$ cat src/lfs_consts.svh
// Offsets, field positions, reset values and timing counts of the line fault status block.
`ifndef LFS_CONSTS_SVH
`define LFS_CONSTS_SVH
`define LFS_ADDR_STATUS 8'h08
`define LFS_ADDR_IRQ_STAT 8'h10
`define LFS_ADDR_IRQ_MASK 8'h14
`define LFS_ADDR_CTRL 8'h18
`define LFS_NEG_HI 3
`define LFS_NEG_LO 2
`define LFS_POS_HI 1
`define LFS_POS_LO 0
`define LFS_FAULT_SHORT_SUPPLY 2'h0
`define LFS_FAULT_SHORT_GROUND 2'h1
`define LFS_FAULT_NORMAL 2'h2
`define LFS_FAULT_OPEN 2'h3
`define LFS_STATUS_RESET 8'h0a
`define LFS_IRQ_FAULT_SET 0
`define LFS_IRQ_FAULT_CLEAR 1
`define LFS_IRQ_TYPE_CHANGE 2
`define LFS_IRQ_MASK_RESET 3'h0
`define LFS_CTRL_SLEEP 0
`define LFS_UART_DELAY_US 2700
`define LFS_CLK_MHZ 20
`define LFS_UART_DELAY_CYC (`LFS_UART_DELAY_US * `LFS_CLK_MHZ)
`endif

$ cat src/lfs_pkg.sv
// Types shared by the line fault status block.
package lfs_pkg;
    typedef enum logic [1:0] {
        LFS_SHORT_SUPPLY,
        LFS_SHORT_GROUND,
        LFS_NORMAL,
        LFS_OPEN
    } lfs_fault_t;

    typedef struct packed {
        logic short_supply;
        logic short_ground;
        logic open;
    } lfs_wire_det_t;

    typedef struct packed {
        lfs_fault_t neg_wire_fault_type;
        lfs_fault_t pos_wire_fault_type;
    } lfs_fault_pair_t;
endpackage

$ cat src/lfs_avalon_slave.sv
// Avalon-MM slave handshake with one wait state for the line fault status registers.
`timescale 1ns/1ns
`default_nettype none
`include "lfs_consts.svh"
module lfs_avalon_slave
(
    // Clock and reset
    input wire logic clk,
    input wire logic arst_n,
    // Avalon-MM
    input wire logic [7:0] address,
    input wire logic read,
    input wire logic write,
    output logic waitrequest,
    // Accepted access strobes
    output logic rd_go,
    output logic wr_go
);
    logic wait_reg;

    // Waitrequest idles high and drops for one cycle per request, so it comes from a flip-flop
    // and still gives the top one cycle to register read data.
    always_ff @(posedge clk or negedge arst_n)
    begin
        if (!arst_n)
            wait_reg <= 1'b1;
        else
            wait_reg <= !((read || write) && wait_reg);
    end

    assign waitrequest = wait_reg;
    assign rd_go = read && !wait_reg;
    assign wr_go = write && !wait_reg;

    a_single_wait: assert property (@(posedge clk) disable iff (!arst_n)
        $rose(read) |-> waitrequest ##1 !waitrequest)
        else $error("read not answered in two cycles");
endmodule
`default_nettype wire

$ cat src/lfs_line_fault_status.sv
// Top of the line fault status block: fault pin, status register, interrupts, pulldowns.
//
// Added by the designer: the Avalon-MM register port.
`timescale 1ns/1ns
`default_nettype none
`include "lfs_consts.svh"
module lfs_line_fault_status
(
    // Clock and reset
    input wire logic clk,
    input wire logic arst_n,
    // Detector comparators per cable wire
    input wire lfs_pkg::lfs_wire_det_t neg_det,
    input wire lfs_pkg::lfs_wire_det_t pos_det,
    // Power control
    input wire logic power_down_n,
    // Avalon-MM slave
    input wire logic [7:0] address,
    input wire logic read,
    input wire logic write,
    input wire logic [31:0] writedata,
    output logic [31:0] readdata,
    output logic waitrequest,
    // Device outputs
    output logic cable_fault_n,
    output logic pulldown_en,
    output logic irq,
    output logic uart_ready
);
    lfs_pkg::lfs_fault_pair_t faults;
    lfs_pkg::lfs_fault_t neg_type;
    lfs_pkg::lfs_fault_t pos_type;
    logic rd_go;
    logic wr_go;
    logic wait_int;
    logic any_fault;
    logic fault_d_reg;
    logic [7:0] type_d_reg;
    logic [7:0] status_now;
    logic [2:0] irq_stat_reg;
    logic [2:0] irq_mask_reg;
    logic [2:0] irq_event;
    logic sleep_reg;
    logic [31:0] readdata_reg;
    logic [31:0] readdata_next;
    logic [22:0] delay_cnt_reg;

    if (`LFS_UART_DELAY_CYC >= (1 << 23))
    begin : g_delay_check
        $error("uart delay count does not fit its counter");
    end

    lfs_wire_class u_neg
    (
        .clk(clk),
        .arst_n(arst_n),
        .det(neg_det),
        .fault_type(neg_type)
    );

    lfs_wire_class u_pos
    (
        .clk(clk),
        .arst_n(arst_n),
        .det(pos_det),
        .fault_type(pos_type)
    );

    assign faults = '{neg_wire_fault_type: neg_type, pos_wire_fault_type: pos_type};

    lfs_avalon_slave u_bus
    (
        .clk(clk),
        .arst_n(arst_n),
        .address(address),
        .read(read),
        .write(write),
        .waitrequest(wait_int),
        .rd_go(rd_go),
        .wr_go(wr_go)
    );

    // Waitrequest is registered in the bus slave, so the pin comes straight from its flip-flop.
    assign waitrequest = wait_int;

    assign any_fault = (faults.neg_wire_fault_type != lfs_pkg::LFS_NORMAL)
        || (faults.pos_wire_fault_type != lfs_pkg::LFS_NORMAL);
    assign status_now = {4'h0, 2'(faults.neg_wire_fault_type), 2'(faults.pos_wire_fault_type)};

    always_ff @(posedge clk or negedge arst_n)
    begin
        if (!arst_n)
            cable_fault_n <= 1'b1;
        else
            cable_fault_n <= !any_fault;
    end

    // The pin is unfiltered on purpose; short ground shifts must be filtered by the host.
    always_ff @(posedge clk or negedge arst_n)
    begin
        if (!arst_n)
        begin
            fault_d_reg <= 1'b0;
            type_d_reg <= `LFS_STATUS_RESET;
        end
        else
        begin
            fault_d_reg <= any_fault;
            type_d_reg <= status_now;
        end
    end

    assign irq_event[`LFS_IRQ_FAULT_SET] = any_fault && !fault_d_reg;
    assign irq_event[`LFS_IRQ_FAULT_CLEAR] = !any_fault && fault_d_reg;
    assign irq_event[`LFS_IRQ_TYPE_CHANGE] = status_now != type_d_reg;

    // A new event in the read cycle survives the clear-on-read.
    always_ff @(posedge clk or negedge arst_n)
    begin
        if (!arst_n)
            irq_stat_reg <= 3'h0;
        else if (rd_go && address == `LFS_ADDR_IRQ_STAT)
            irq_stat_reg <= irq_event;
        else
            irq_stat_reg <= irq_stat_reg | irq_event;
    end

    always_ff @(posedge clk or negedge arst_n)
    begin
        if (!arst_n)
            irq_mask_reg <= `LFS_IRQ_MASK_RESET;
        else if (wr_go && address == `LFS_ADDR_IRQ_MASK)
            irq_mask_reg <= writedata[2:0];
    end

    always_ff @(posedge clk or negedge arst_n)
    begin
        if (!arst_n)
            irq <= 1'b0;
        else
            irq <= |(irq_stat_reg & irq_mask_reg);
    end

    always_ff @(posedge clk or negedge arst_n)
    begin
        if (!arst_n)
            sleep_reg <= 1'b0;
        else if (wr_go && address == `LFS_ADDR_CTRL)
            sleep_reg <= writedata[`LFS_CTRL_SLEEP];
    end

    always_ff @(posedge clk or negedge arst_n)
    begin
        if (!arst_n)
            pulldown_en <= 1'b0;
        else
            pulldown_en <= power_down_n && !sleep_reg;
    end

    // The device cannot enforce the host's wait; it only flags when the wait has run out.
    always_ff @(posedge clk or negedge arst_n)
    begin
        if (!arst_n)
            delay_cnt_reg <= 23'h0;
        else if (!power_down_n)
            delay_cnt_reg <= 23'h0;
        else if (delay_cnt_reg != 23'(`LFS_UART_DELAY_CYC))
            delay_cnt_reg <= delay_cnt_reg + 23'h1;
    end

    always_ff @(posedge clk or negedge arst_n)
    begin
        if (!arst_n)
            uart_ready <= 1'b0;
        else
            uart_ready <= power_down_n && delay_cnt_reg == 23'(`LFS_UART_DELAY_CYC);
    end

    always_comb
    begin
        readdata_next = 32'h0;
        case (address)
            `LFS_ADDR_STATUS: readdata_next = {24'h0, status_now};
            `LFS_ADDR_IRQ_STAT: readdata_next = {29'h0, irq_stat_reg | irq_event};
            `LFS_ADDR_IRQ_MASK: readdata_next = {29'h0, irq_mask_reg};
            `LFS_ADDR_CTRL: readdata_next = {31'h0, sleep_reg};
            default: readdata_next = 32'h0;
        endcase
    end

    always_ff @(posedge clk or negedge arst_n)
    begin
        if (!arst_n)
            readdata_reg <= 32'h0;
        else if (read && wait_int)
            readdata_reg <= readdata_next;
    end

    assign readdata = readdata_reg;

    a_pin_tracks: assert property (@(posedge clk) disable iff (!arst_n)
        ##1 cable_fault_n == !$past(any_fault))
        else $error("fault pin does not track wire state");

    a_status_read: assert property (@(posedge clk) disable iff (!arst_n)
        (read && !waitrequest && address == `LFS_ADDR_STATUS)
        |-> readdata[3:0] == $past(status_now))
        else $error("status read returns stale data");

    a_neg_field: assert property (@(posedge clk) disable iff (!arst_n)
        ##1 status_now[3:2] == (($past(neg_det.short_supply)) ? 2'h0 :
            $past(neg_det.short_ground) ? 2'h1 :
            $past(neg_det.open) ? 2'h3 : 2'h2))
        else $error("negative wire field wrong");

    a_pos_field: assert property (@(posedge clk) disable iff (!arst_n)
        ##1 status_now[1:0] == (($past(pos_det.short_supply)) ? 2'h0 :
            $past(pos_det.short_ground) ? 2'h1 :
            $past(pos_det.open) ? 2'h3 : 2'h2))
        else $error("positive wire field wrong");

    a_pulldown_off: assert property (@(posedge clk) disable iff (!arst_n)
        (!power_down_n || sleep_reg) |=> !pulldown_en)
        else $error("pulldowns left on in power down");

    a_uart_early: assert property (@(posedge clk) disable iff (!arst_n)
        $rose(uart_ready) |-> delay_cnt_reg == 23'(`LFS_UART_DELAY_CYC))
        else $error("uart ready raised early");

    a_irq_level: assert property (@(posedge clk) disable iff (!arst_n)
        ##1 irq == |($past(irq_stat_reg) & $past(irq_mask_reg)))
        else $error("interrupt level wrong");

    a_fault_event: assert property (@(posedge clk) disable iff (!arst_n)
        $rose(any_fault) |=> irq_stat_reg[`LFS_IRQ_FAULT_SET])
        else $error("fault event not latched");
endmodule
`default_nettype wire

$ cat src/lfs_wire_class.sv
// Classifies one cable wire's detector comparators into a registered fault type.
`timescale 1ns/1ns
`default_nettype none
`include "lfs_consts.svh"
module lfs_wire_class
(
    // Clock and reset
    input wire logic clk,
    input wire logic arst_n,
    // Detector comparators
    input wire lfs_pkg::lfs_wire_det_t det,
    // Classified fault type
    output var lfs_pkg::lfs_fault_t fault_type
);
    // Supply short is ranked first because it is the case most likely to damage the driver.
    function automatic lfs_pkg::lfs_fault_t classify(input lfs_pkg::lfs_wire_det_t d);
        if (d.short_supply)
            classify = lfs_pkg::LFS_SHORT_SUPPLY;
        else if (d.short_ground)
            classify = lfs_pkg::LFS_SHORT_GROUND;
        else if (d.open)
            classify = lfs_pkg::LFS_OPEN;
        else
            classify = lfs_pkg::LFS_NORMAL;
    endfunction

    always_ff @(posedge clk or negedge arst_n)
    begin
        if (!arst_n)
            fault_type <= lfs_pkg::LFS_NORMAL;
        else
            fault_type <= classify(det);
    end

    a_class_follows: assert property (@(posedge clk) disable iff (!arst_n)
        ##1 fault_type == classify($past(det)))
        else $error("wire class does not follow detector");
endmodule
`default_nettype wire

$ cat config.mk
export PLATFORM = sky130hd
export DESIGN_NAME = lfs_line_fault_status
export DESIGN_NICKNAME = d
export VERILOG_FILES = /design/src/lfs_pkg.sv /design/src/lfs_avalon_slave.sv /design/src/lfs_line_fault_status.sv /design/src/lfs_wire_class.sv
export VERILOG_INCLUDE_DIRS = /design/src /design/src/src
export SDC_FILE = /design/constraint.sdc
export NUM_CORES = 1
export LEC_CHECK = 0
export ABC_AREA = 1
export BUFFER_PORTS_ARGS = -buffer_cell sky130_fd_sc_hd__buf_2
export CORE_MARGIN = 2
export CORE_UTILIZATION = 51
export CTS_CLUSTER_SIZE = 30
export DETAILED_ROUTE_END_ITERATION = 8
export GPL_TIMING_DRIVEN = 0
export PLACE_DENSITY = 0.8
export SYNTH_ARGS = -nofsm -noshare
export SYNTH_HDL_FRONTEND = slang
export SYNTH_SLANG_ARGS = --single-unit
$ cat constraint.sdc
create_clock -name clk -period 1.65 [get_ports clk]
set_input_delay 0.165 -clock clk [delete_from_list [all_inputs] [get_ports clk]]
set_output_delay 0.165 -clock clk [all_outputs]
set_load 0.01 [all_outputs]
* After elaboration in Yosys (flattened, before gate mapping)
Index checks and enable logic that the tools add are counted.
** Storage, ports and cells
- Memories :: 0
- Bits in registers :: 76
- Memory bits (writable) :: 0
- Memory bits (read-only) :: 0
- Input bits :: 51
- Word-level logic and storage cells :: 56
- Bits in latches :: 0
- Output and inout port bits :: 37
** Operators by class
- Magnitude comparators :: 0
- Multipliers :: 0
- Add/sub/neg operators :: 1
- Divide/modulo/power cells :: 0
- Muxes and demuxes :: 10
- Shifts and indexed selects :: 0
- Bitwise operators :: 2
- Equal/unequal tests :: 10
- Reductions and logical operators :: 19
** Operator list (count)
- 23-bit 2-to-1 mux :: 2
- 8-bit by 5-bit == test with 1-bit output, second input constant :: 3
- 23-bit by 1-bit adder with 23-bit output, second input constant :: 1
- 23-bit by 16-bit == test with 1-bit output, second input constant :: 1
- 23-bit by 16-bit != test with 1-bit output, second input constant :: 1
- 4-bit one-hot mux with 4 select lines :: 1
- 1-bit logical AND :: 11
- 8-bit by 4-bit == test with 1-bit output, second input constant :: 1
- 2-bit 2-to-1 mux :: 4
- 1-bit zero test :: 5
- 2-bit != test, second input constant :: 2
- 4-bit != test :: 1
- 3-bit AND :: 1
- 3-bit 2-to-1 mux :: 1
- 3-bit bitwise OR :: 1
- 3-bit OR reduction :: 1
- 1-bit logical OR :: 2
- 1-bit 2-to-1 mux :: 2
- 2-bit by 1-bit != test with 1-bit output, second input constant :: 1

* Depth between registers and ports, before layout
- Depth in word-level cells :: 6
- Gate-level depth with buffers :: 10
- Depth with buffers taken out :: 10

* Hierarchy
Synthesis repeated with hierarchy kept, for this count alone.
** Second synthesis, totals
- Cell total of the unflattened synthesis :: 367
- Area, all modules :: 2736.4 um^2
** Modules (own cells, without submodules)
- lfs_line_fault_status :: cells each 351, sequential area each 1079.8 um^2, area an instance 2562.5 um^2, times used 1
- lfs_wire_class :: cells each 5, sequential area each 51.3 um^2, area an instance 62.6 um^2, times used 2
- lfs_avalon_slave :: cells each 6, sequential area each 26.3 um^2, area an instance 48.8 um^2, times used 1

* Worst setup path after synthesis
Ideal clock, no wire load.
- Kind :: flip-flop to flip-flop
- From :: reg delay_cnt_reg[0]
- To :: reg delay_cnt_reg[22]
- Period minus slack after synthesis :: 1284 ps
- Setup slack :: 366 ps
- Buffers on the path :: 0
- Data required time :: 1531 ps
- Setup time :: 119 ps
- Arrival :: 1165 ps
- Cell stages (with the launch flop) :: 9
- Cells stage by stage :: dfrtp_1 ha_1 inv_1 nor2_4 nand2_1 nor2_2 nand3_1 nand2_1 nor2_1
** On the way
- Longest elaborated chain between the ends :: 3
- Elaborated cells on any way between the ends :: 5
- Those cells by class :: add/sub: 1; eq/ne: 2; mux: 2
** RTL lines
- from (decl) :: line lfs_line_fault_status.sv:46 : logic [22:0] delay_cnt_reg;
- from (signal assigned) :: line lfs_line_fault_status.sv:168 : delay_cnt_reg <= delay_cnt_reg + 23'h1;
- 23-bit by 1-bit adder with 23-bit output :: line lfs_line_fault_status.sv:168
- 23-bit 2-to-1 mux :: line lfs_line_fault_status.sv:167 : else if (delay_cnt_reg != 23'(`LFS_UART_DELAY_CYC))
- 23-bit 2-to-1 mux :: line lfs_line_fault_status.sv:165 : else if (!power_down_n)
Several ways; a longest one is shown, not always the timed one. The select of a mux whose other input is x is not followed.
A chain may end at the register's enable or synchronous reset.

* Final worst setup path
Same ends and word-level chain as after synthesis.

==> impl_metrics.csv <==
group,metric,value,unit
outcome,status,"finished, final reports clean",
global_route,grt_pass1_wl,9510,um
synthesis,yosys.area.top_type,"dfrtp_1",
drt,routed_wl,5590,um
synthesis,ys_warn_count,0,
synthesis,synth_cell_type_count,26,
hold_path,holdCritStartpoint,"write",
worst_setup_path,cp-end-kind,"flip-flop",
place,post-dp-hpwl,4260,um
synthesis,ys_seq_area_share,43.2,%
drt,first_pass_iters,5,
hold_path,hp-class,"in2reg",
floorplanning,io_pins,88,
worst_setup_path,ff2ff_path_depth,8,
synthesis,synthTopCellsByArea,"dfrtp_1 (38%), nand2_1 (11%), buf_4 (7.5%)",
sta,max_freq,0.651,GHz
layout,multi_input_area,0.00127,mm^2
worst_setup_path,worstPathRequired,1.84,ns
power_and_ir_drop,leakagePower,0.00173,uW
drt,vias,2445,
synthesis,synth_edf_count,0,
sta,tns,0,ns
synthesis,avgSynthCellArea,7.48,um^2
worst_setup_path,start_kind,"flip-flop",
worst_setup_path,r2r_slack,0.11,ns
synthesis,synth_ff_type,"dfrtp_1",
synthesis,synth-seq-cells,48,
layout,nets,495,
floorplanning,die_h,78.1,um
synthesis,synth-async-reset-ratio,100,%
drt,routedWlPerCell,10.9,um
global_route,grt_max_degree,49,
clocking,cts_max_level,2,
sta,finalMaxSlewViolations,0,
global_route,grt_pass1_vias,2227,
sta,rsz0062_at_grt,"no",
sta,hold_viol,0,
floorplanning,floorplan.initialDensity,53.8,%
layout,fill_cells,476,
clocking,cts-root-buf,"clkbuf_8",
drt,via_per_inst,4.77,
layout,largest_reg_flops,23,
place,gp_congestion,0.890,
clocking,cts_buffer_depth,2,
power_and_ir_drop,vdd_drop_max,0.527,mV
drt,drt-initial-drc-count,144,
power_and_ir_drop,power_density,682,mW/mm^2
sta,tightest_slew,1.02,ns
synthesis,yosysTopAreaCellShare,37.6,%
hold_path,hold_end,"u_bus.waitrequest",
worst_setup_path,cp_max_fo,5,
synthesis,mappedNetlistArea,0.00280,mm^2
layout,drive_gt1_share,23.7,%
sta,period_share,93.2,%
global_route,grtUsageTotal,19.2,%
sta,fin_crit,1.54,ns
worst_setup_path,critPathKind,"reg2reg",
sta,setup_violations,0,
synthesis,yosysMostFrequentCell,"nand2_1",
hold_path,hold_depth,2,
floorplanning,rows,26,
layout,diodes,0,
floorplanning,die-area,0.00610,mm^2
worst_setup_path,timing.rr.end,"delay_cnt_reg[22]",
global_route,antenna_found_initial,0,
sta,skew,0.00694,ns
worst_setup_path,crit_chain,"ha_2 > inv_1 > nor2_4 > nand2_1 > nor2_4 > nand3_1 > nand2_1 > nor2_1",
worst_setup_path,rr_startpoint,"delay_cnt_reg[0]",
worst_setup_path,crit_path_top_delay_cell,"dfrtp_1",
flow_run,drv_cap,0,
place,portBuffers,30,
worst_setup_path,slowest_delay,0.41,ns
floorplanning,core-area,0.00520,mm^2
drt,drt.antenna.violating_nets,0,
clocking,tritoncts,"yes",
clocking,cts.sinks,48,
floorplanning,dieWidth,78.1,um
clocking,clk_pin_slew,0.09,ns
clocking,clkLatencyLatePin,0.30,ns
layout,area_delta_synth_final,17.3,%
worst_setup_path,arrival,1.73,ns
drt,drc_errors,0,
sta,relSlewSlack,32.2,%
synthesis,syn_inst,374,
clocking,cts_buffers,5,
layout,seqCellArea,0.00121,mm^2
global_route,gr-total-overflow,0,
power_and_ir_drop,power,2240,uW
synthesis,synth_commonest_cells,"nand2_1 (85), inv_1 (48), nor2_1 (45), dfrtp_1 (42), nand3_1 (29)",
## metrics by stage
step                      util [%]  instances  hold slack, ns  setup slack [ns]  cell area, um^2
after floorplan                  -        401          -0.131             0.366             2900
after global placement        60.3        501           0.292             0.160             3140
after detailed placement      60.3        501           0.302             0.124             3140
after CTS                     62.9        513          0.0124            0.0791             3280
after global routing          63.1        513          0.0193           0.00998             3280
final                         63.1        513          0.0190             0.113             3280
## cells in the final DEF, fill, tap and decap left out, drive strengths merged, types with 2 or more instances in the layout
master and instances:
nor2 56, inv 56, conb 28, o21bai 2, buf 60, a21oi 11
dfstp 6, clkbuf 6, dfrtp 42, and3 2, dlygate4sd3 4, clkinvlp 2
ha 2, o21ai 16, nand2 92, nand3 29, nor3 13, nand4 13
## area by class of cell
| class | instances | share of cell area, % |
|---|---|---|
| clock buffers | 6 | 2.52 |
| clock inverters | 2 | 0.457 |
| plain buffers | 30 | 6.71 |
| inverters | 56 | 6.40 |
| multi-input cells | 267 | 38.6 |
| repair buffers | 34 | 5.79 |
| well taps | 70 | 2.67 |
| flip-flops and latches | 48 | 36.8 |
## worst max-delay path, delay by kind of cell, from the launching register on
family	cells	cell delay [ns]
fa+ha+maj	1	0.23
buf+inv	1	0.09
flops	1	0.41
simple gates	6	0.70
## worst max path at each step
stage | start | slack (ns) | to
floorplan | delay_cnt_reg[0] | 0.37 | delay_cnt_reg[22]
global placement | delay_cnt_reg[0] | 0.16 | delay_cnt_reg[22]
detailed placement | delay_cnt_reg[0] | 0.12 | delay_cnt_reg[22]
CTS | delay_cnt_reg[0] | 0.08 | delay_cnt_reg[22]
global route | delay_cnt_reg[0] | 0.01 | delay_cnt_reg[14]
finish | delay_cnt_reg[0] | 0.11 | delay_cnt_reg[22]
## kinds of logic after synthesis
family	share of synthesized area, %
AO/OA/AOI/OAI	5.59
flip-flops	43.2
AND/OR/NAND/NOR	34.5
other	0.134
adder cells (fa/ha/maj)	0.894
XOR/XNOR	0.313
buffers and inverters	15.4
## per-layer routing
metal | global-route usage [%] | share of wire (%) | wire length (um)
met2 | 32.4 | 47 | 2610
met1 | 25.6 | 46 | 2550
met5 | 0 | 0 | 0
met3 | 3.33 | 6.9 | 387
met4 | 5.44 | 0.95 | 53
## where the power goes
part / switching (uW) / total (uW) / internal, uW
combinational: 144 / 254 / 110
clock: 411 / 751 / 340
sequential: 25.2 / 1240 / 1210
## repair_timing
action	4_1_cts	5_1_grt
gates resized for setup	0	2
hold buffers	4	0
endpoints found under the setup margin	0	1
endpoints found under the hold margin	2	0
setup buffers	0	0
(Power assumes the default switching activity.)
